$ cat src/rtl/global_config_defines.svh
`ifndef GLOBAL_CONFIG_DEFINES_SVH
`define GLOBAL_CONFIG_DEFINES_SVH

// ----------------------------------------
// Register map
// ----------------------------------------
`define GCFG_OFFSET 8'h00
`define GCFG_RESET 8'h00
`define GCFG_ADDR_W 8
`define GCFG_DATA_W 8

// ----------------------------------------
// Field positions
// ----------------------------------------
`define GCFG_DEBUG_DIS_BIT 0
`define GCFG_ACT_LEVEL_BIT 1
`define GCFG_WRITE_MASK 8'h03

`endif

$ cat src/rtl/global_config_pkg.sv
`include "global_config_defines.svh"

package global_config_pkg;

  // Which way a return from interrupt goes
  typedef enum logic [0:0] {
    ACT_MAIN = 1'b0,
    ACT_INT_ONLY = 1'b1
  } activation_level_t;

  // Sleep-control state after a return from interrupt
  typedef enum logic [1:0] {
    SLP_RUN = 2'b00,
    SLP_WAIT = 2'b01,
    SLP_HALT = 2'b10
  } sleep_state_t;

endpackage : global_config_pkg

$ cat src/rtl/return_ctrl.sv
`timescale 1ns/10ps
`include "global_config_defines.svh"

module return_ctrl
  import global_config_pkg::*;
(
  input wire logic mclk,
  input wire logic reset_n,
  input wire logic actLevel,
  input wire logic enterWait,
  input wire logic enterHalt,
  input wire logic returnFromInterrupt,
  output logic restoreContext,
  output logic sleepReturn,
  output sleep_state_t sleepState
);

  // ----------------------------------------
  // State
  // ----------------------------------------
  typedef struct packed {
    logic restore;
    logic toSleep;
    sleep_state_t last;
  } ret_t;

  ret_t cur_r;
  ret_t cur_nxt;

  // Decode a return from interrupt against the level bit
  always_comb begin
    cur_nxt = cur_r;
    cur_nxt.restore = 1'b0;
    cur_nxt.toSleep = 1'b0;
    // Remember which low-power state was entered last
    if (enterHalt) begin
      cur_nxt.last = SLP_HALT;
    end else if (enterWait) begin
      cur_nxt.last = SLP_WAIT;
    end
    if (returnFromInterrupt) begin
      if (actLevel == ACT_INT_ONLY) begin
        // Straight back to sleep, context stays on the stack
        cur_nxt.toSleep = 1'b1;
      end else begin
        // Pop context, resume main program after the wait
        cur_nxt.restore = 1'b1;
        cur_nxt.last = SLP_RUN;
      end
    end
  end

  // Register the state
  always_ff @(posedge mclk or negedge reset_n) begin
    if (!reset_n) begin
      cur_r <= '{restore: 1'b0, toSleep: 1'b0, last: SLP_RUN};
    end else begin
      cur_r <= cur_nxt;
    end
  end

  assign restoreContext = cur_r.restore;
  assign sleepReturn = cur_r.toSleep;
  assign sleepState = cur_r.last;

endmodule : return_ctrl

$ cat src/rtl/global_config.sv
`timescale 1ns/10ps
`include "global_config_defines.svh"

module global_config
  import global_config_pkg::*;
#(
  parameter int ADDR_W = `GCFG_ADDR_W
)(
  input wire logic mclk,
  input wire logic reset_n,
  input wire logic [ADDR_W-1:0] regAddr,
  input wire logic regWrite,
  input wire logic regRead,
  input wire logic [7:0] regWdata,
  output logic [7:0] regRdata,
  input wire logic gpioOut,
  input wire logic gpioOutEn,
  input wire logic debugOut,
  input wire logic debugOutEn,
  input wire logic pinIn,
  output logic pinOut,
  output logic pinOutEn,
  output logic debugIn,
  output logic gpioIn,
  output logic singleWireDebugEn,
  input wire logic enterWait,
  input wire logic enterHalt,
  input wire logic returnFromInterrupt,
  output logic restoreContext,
  output logic sleepReturn,
  output sleep_state_t sleepState
);

  // ----------------------------------------
  // Elaboration check
  // ----------------------------------------
  if (ADDR_W < 1 || ADDR_W > 16) begin : g_bad_width
    $error("ADDR_W out of range");
  end

  // ----------------------------------------
  // State
  // ----------------------------------------
  typedef struct packed {
    logic debugDisable; // Bit 0
    activation_level_t actLevel; // Bit 1
    logic [7:0] rdata; // Read data
  } cfg_t;

  cfg_t cfg_r;
  cfg_t cfg_nxt;

  logic hit; // Register selected

  assign hit = (regAddr == ADDR_W'(`GCFG_OFFSET));

  // Register write and read path
  always_comb begin
    cfg_nxt = cfg_r;
    if (hit && regWrite) begin
      // Only the two defined bits store; the rest drop
      cfg_nxt.debugDisable = regWdata[`GCFG_DEBUG_DIS_BIT];
      cfg_nxt.actLevel = activation_level_t'(regWdata[`GCFG_ACT_LEVEL_BIT]);
    end
    if (hit && regRead) begin
      // Upper bits read as zero
      cfg_nxt.rdata = 8'h00;
      cfg_nxt.rdata[`GCFG_DEBUG_DIS_BIT] = cfg_r.debugDisable;
      cfg_nxt.rdata[`GCFG_ACT_LEVEL_BIT] = cfg_r.actLevel;
    end else if (regRead) begin
      // Unmapped address reads zero
      cfg_nxt.rdata = 8'h00;
    end
  end

  // Register update; reset clears, so debug mode is on
  always_ff @(posedge mclk or negedge reset_n) begin
    if (!reset_n) begin
      cfg_r <= '{debugDisable: 1'b0, actLevel: ACT_MAIN, rdata: `GCFG_RESET};
    end else begin
      cfg_r <= cfg_nxt;
    end
  end

  assign regRdata = cfg_r.rdata;

  // ----------------------------------------
  // Pin ownership
  // ----------------------------------------
  // GPIO only gets the pin once debug is disabled
  assign singleWireDebugEn = ~cfg_r.debugDisable;
  assign pinOut = cfg_r.debugDisable ? gpioOut : debugOut;
  assign pinOutEn = cfg_r.debugDisable ? gpioOutEn : debugOutEn;
  assign debugIn = cfg_r.debugDisable ? 1'b1 : pinIn;
  assign gpioIn = cfg_r.debugDisable ? pinIn : 1'b0;

  // ----------------------------------------
  // Return-from-interrupt behaviour
  // ----------------------------------------
  return_ctrl u_ret (
    .mclk(mclk),
    .reset_n(reset_n),
    .actLevel(cfg_r.actLevel),
    .enterWait(enterWait),
    .enterHalt(enterHalt),
    .returnFromInterrupt(returnFromInterrupt),
    .restoreContext(restoreContext),
    .sleepReturn(sleepReturn),
    .sleepState(sleepState)
  );

endmodule : global_config

$ cat config.mk
export PLATFORM = sky130hd
export DESIGN_NAME = global_config
export DESIGN_NICKNAME = d
export VERILOG_FILES = /design/src/rtl/global_config_pkg.sv /design/src/rtl/return_ctrl.sv /design/src/rtl/global_config.sv
export VERILOG_INCLUDE_DIRS = /design/src /design/src/rtl
export SDC_FILE = /design/constraint.sdc
export NUM_CORES = 1
export LEC_CHECK = 0
export BUFFER_PORTS_ARGS = -buffer_cell sky130_fd_sc_hd__buf_2
export CAP_MARGIN = 20
export CORE_AREA = 2 2 39 41
export DETAILED_ROUTE_END_ITERATION = 16
export DIE_AREA = 0 0 41 43
export HOLD_SLACK_MARGIN = 0.05
export PLACE_DENSITY = 0.87
export SLEW_MARGIN = 0
export SYNTH_ARGS = -nofsm -noshare
export SYNTH_HDL_FRONTEND = slang
export SYNTH_HIERARCHICAL = 1
export SYNTH_SLANG_ARGS = --single-unit
$ cat constraint.sdc
create_clock -name mclk -period 1.9 [get_ports mclk]
set_input_delay 0.095 -clock mclk [delete_from_list [all_inputs] [get_ports mclk]]
set_output_delay 0.095 -clock mclk [all_outputs]
set_load 0.02 [all_outputs]
==> run_results.csv <==
group,metric,value,unit
detailed_routing,vias,374,
timing,rsz0062_at_grt,"false",
floorplan,core,1380,um2
clock_network,cts_tree,"built",
finish,post-route-util,45.2,%
grt,overflow,0,
synthesis,synth_edf_count,0,
pwr,p_sw,0.0000982,W
synthesis,ys_seq_area_share,45.1,%
pwr,seq_power_share,47.5,%
pwr,powerDensity,611,nW/um2
synthesis,syn-instance-count,41,
timing,setup_tns,0,ns
finish,n_antenna_cell,0,
worst_setup_path,required,1.80,ns
timing,fin_crit,1.29,ns
timing,hold_viol,0,
clock_network,htree_levels,1,
worst_setup_path,critPathArrivalTime,1.19,ns
synthesis,synth_top_area_cell,"dfrtp_1",
place,dp_hpwl,686,um
timing,fmax,0.777,GHz
floorplan,die_h,43,um
floorplan,pin_count,45,
pwr,internal_power,0.000284,W
place,gp_congestion,0.644,
grt,grtUsageTotal,10.9,%
floorplan,die_w,41,um
synthesis,syn_avg_cell_area,10.8,um2
timing,drv_slew,0,
pwr,power_frac_comb,20.5,%
floorplan,start_util,32.1,%
floorplan,dieArea,1760,um2
synthesis,synth-seq-cells,8,
finish,drive_gt1_share,58.7,%
floorplan,rows,14,
place,portBuffers,32,
detailed_routing,wl,804,um
clock_network,cts.clk_slew.worst_paths,0.05,ns
synthesis,netlist_area,444,um2
clock_network,cts_buffer_depth,2,
grt,grt_antenna_before_repair,0,
clock_network,root_buffer,"clkbuf_4",
clock_network,post_cts.repair.setup_buffers,0,
clock_network,numCtsBuffers,3,
timing,skew,0.00515,ns
grt,grt_max_degree,9,
detailed_routing,dr.pass1.iters,1,
worst_setup_path,crit_path_end_kind,"output pin",
timing,setup_slack,0.612,ns
synthesis,synth_common_cells,"8 x buf_4, 8 x dfrtp_1, 4 x inv_1",
synthesis,synth_top_area_share,45.1,%
worst_setup_path,crit_chain,"mux2_2 -> buf_2",
worst_setup_path,start_kind,"flip-flop",
worst_setup_path,cp_max_fo,7,
finish,synthToLayoutAreaGrowth,40.8,%
finish,fillers,141,
worst_setup_path,critPathKind,"flip-flop to output pin",
synthesis,ys_dominant_reg_cell,"dfrtp_1",
grt,grt_pass1_vias,382,
place,pre_cts_ws,0.771,ns
timing,setup_viol,0,
pwr,power_frac_clock,32.0,%
synthesis,ys_types,18,
detailed_routing,drc,0,
worst_setup_path,slowest_stage,"dfrtp_1",
synthesis,synthArstFlopShare,100,%
hold_path,hp-class,"input pin to flip-flop",
clock_network,clock_sinks,8,
detailed_routing,post_drt_wl_per_cell,8.84,um
synthesis,ys_warn_count,6,
status,status,"finished, final reports clean",
detailed_routing,drtIter0Drc,0,
clock_network,clk_latency,0.24,ns
grt,grt_pass1_wl,1300,um
timing,finalCritPeriodShare,67.8,%
detailed_routing,viasPerCell,4.11,
worst_setup_path,cp_slowest_stage_delay,0.44,ns
finish,final_nets,105,
pwr,p_leak,0.344,nW
pwr,ir_drop,227,uV
synthesis,synth_area_leaders,"dfrtp_1 45%, buf_4 14%, nor4_2 5.6%",
detailed_routing,ant_nets,0,
pwr,switching_share,25.7,%
job,drv_cap,0,
[layout by cell type (no fill, tap or decap)]
master	n
a21oi_1	1
and2_1	1
and2_2	1
buf_2	32
clkbuf_4	3
conb_1	6
dfrtp_1	8
dlygate4sd3_1	2
inv_1	4
mux2_1	2
mux2_2	2
nand2_1	3
nand2b_4	1
nand3_1	1
nor2_1	1
nor2b_4	1
nor3_2	1
nor4_2	2
o22ai_1	2
or2_2	1
[per-stage QoR]
stage	hold slack, ns	instance area [um2]	instances	total power (W)
after floorplan	-0.201	463	46	0.000235
after global placement	-0.0615	583	86	0.000258
after detailed placement	-0.0564	583	86	0.000260
after CTS	0.0580	626	91	0.000389
after global routing	0.0690	626	91	0.000402
final	0.0641	626	91	0.000383
[area by class of cell]
class / count / area, um2 / area share (%)
Timing Repair Buffer: 34 / 180 / 28.8
Multi-Input combinational cell: 26 / 188 / 30.0
Inverter: 4 / 15.0 / 2.40
Tap cell: 16 / 20.0 / 3.20
Clock buffer: 3 / 22.5 / 3.60
Sequential cell: 8 / 200 / 32.0
[layer usage]
| layer | vias to the layer above | global-route usage, % | wire, um |
|---|---|---|---|
| li1 | 189 | - | - |
| met1 | 167 | 9.90 | 262 |
| met2 | 18 | 19.7 | 466 |
| met3 | 0 | 3.14 | 75 |
| met4 | 0 | 6.00 | 0 |
| met5 | - | 0 | 0 |
[power groups by stage]
| stage | registers, W | clock network [W] | logic [W] |
|---|---|---|---|
| after floorplan | 0.000189 | 0 | 0.0000459 |
| after global placement | 0.000185 | 0 | 0.0000739 |
| after detailed placement | 0.000185 | 0 | 0.0000754 |
| after CTS | 0.000182 | 0.000128 | 0.0000788 |
| after global routing | 0.000183 | 0.000134 | 0.0000858 |
| final | 0.000182 | 0.000122 | 0.0000783 |
[state kept, by name, summed over array words and instances (netlist names)]
name and count:
cfg_r 2, regRdata 2, u_ret/sleepState 2, u_ret/restoreContext 1, u_ret/sleepReturn 1
[cells by family after synthesis]
logic type	count (synthesis)	synth area share, %
buffers and inverters	12	16.9
AND/OR/NAND/NOR	13	23.1
flip-flops	8	45.1
AO/OA/AOI/OAI	3	3.94
multiplexers	4	10.1
other	1	0.844
[worst max-delay path, delay by kind of cell (launching register included)]
family                 cells  cell delay [ns]
flip-flops                 1             0.44
buffers and inverters      1             0.15
multiplexers               1             0.35
[repair_timing]
| action | CTS | global route |
|---|---|---|
| hold buffers | 2 | 0 |
| endpoints found under the hold margin | 9 | 0 |
| gates resized for setup | 0 | 0 |
[path summary, 6_finish.rpt]
check                            start                    to  slack (ns)  depth (start not counted)
setup / recovery              cfg_r[9]                pinOut        0.61                          2
hold / removal             regWdata[1]              cfg_r[8]        0.06                          2
setup reg to reg              cfg_r[9]              cfg_r[9]        1.02                          1
hold reg to reg               cfg_r[8]  u_ret/restoreContext        0.50                          1
max in group asynchronous      reset_n           regRdata[0]        1.51                          2
min in group asynchronous      reset_n  u_ret/restoreContext        0.22                          2
No activity file was read; power rests on OpenSTA's default activity.
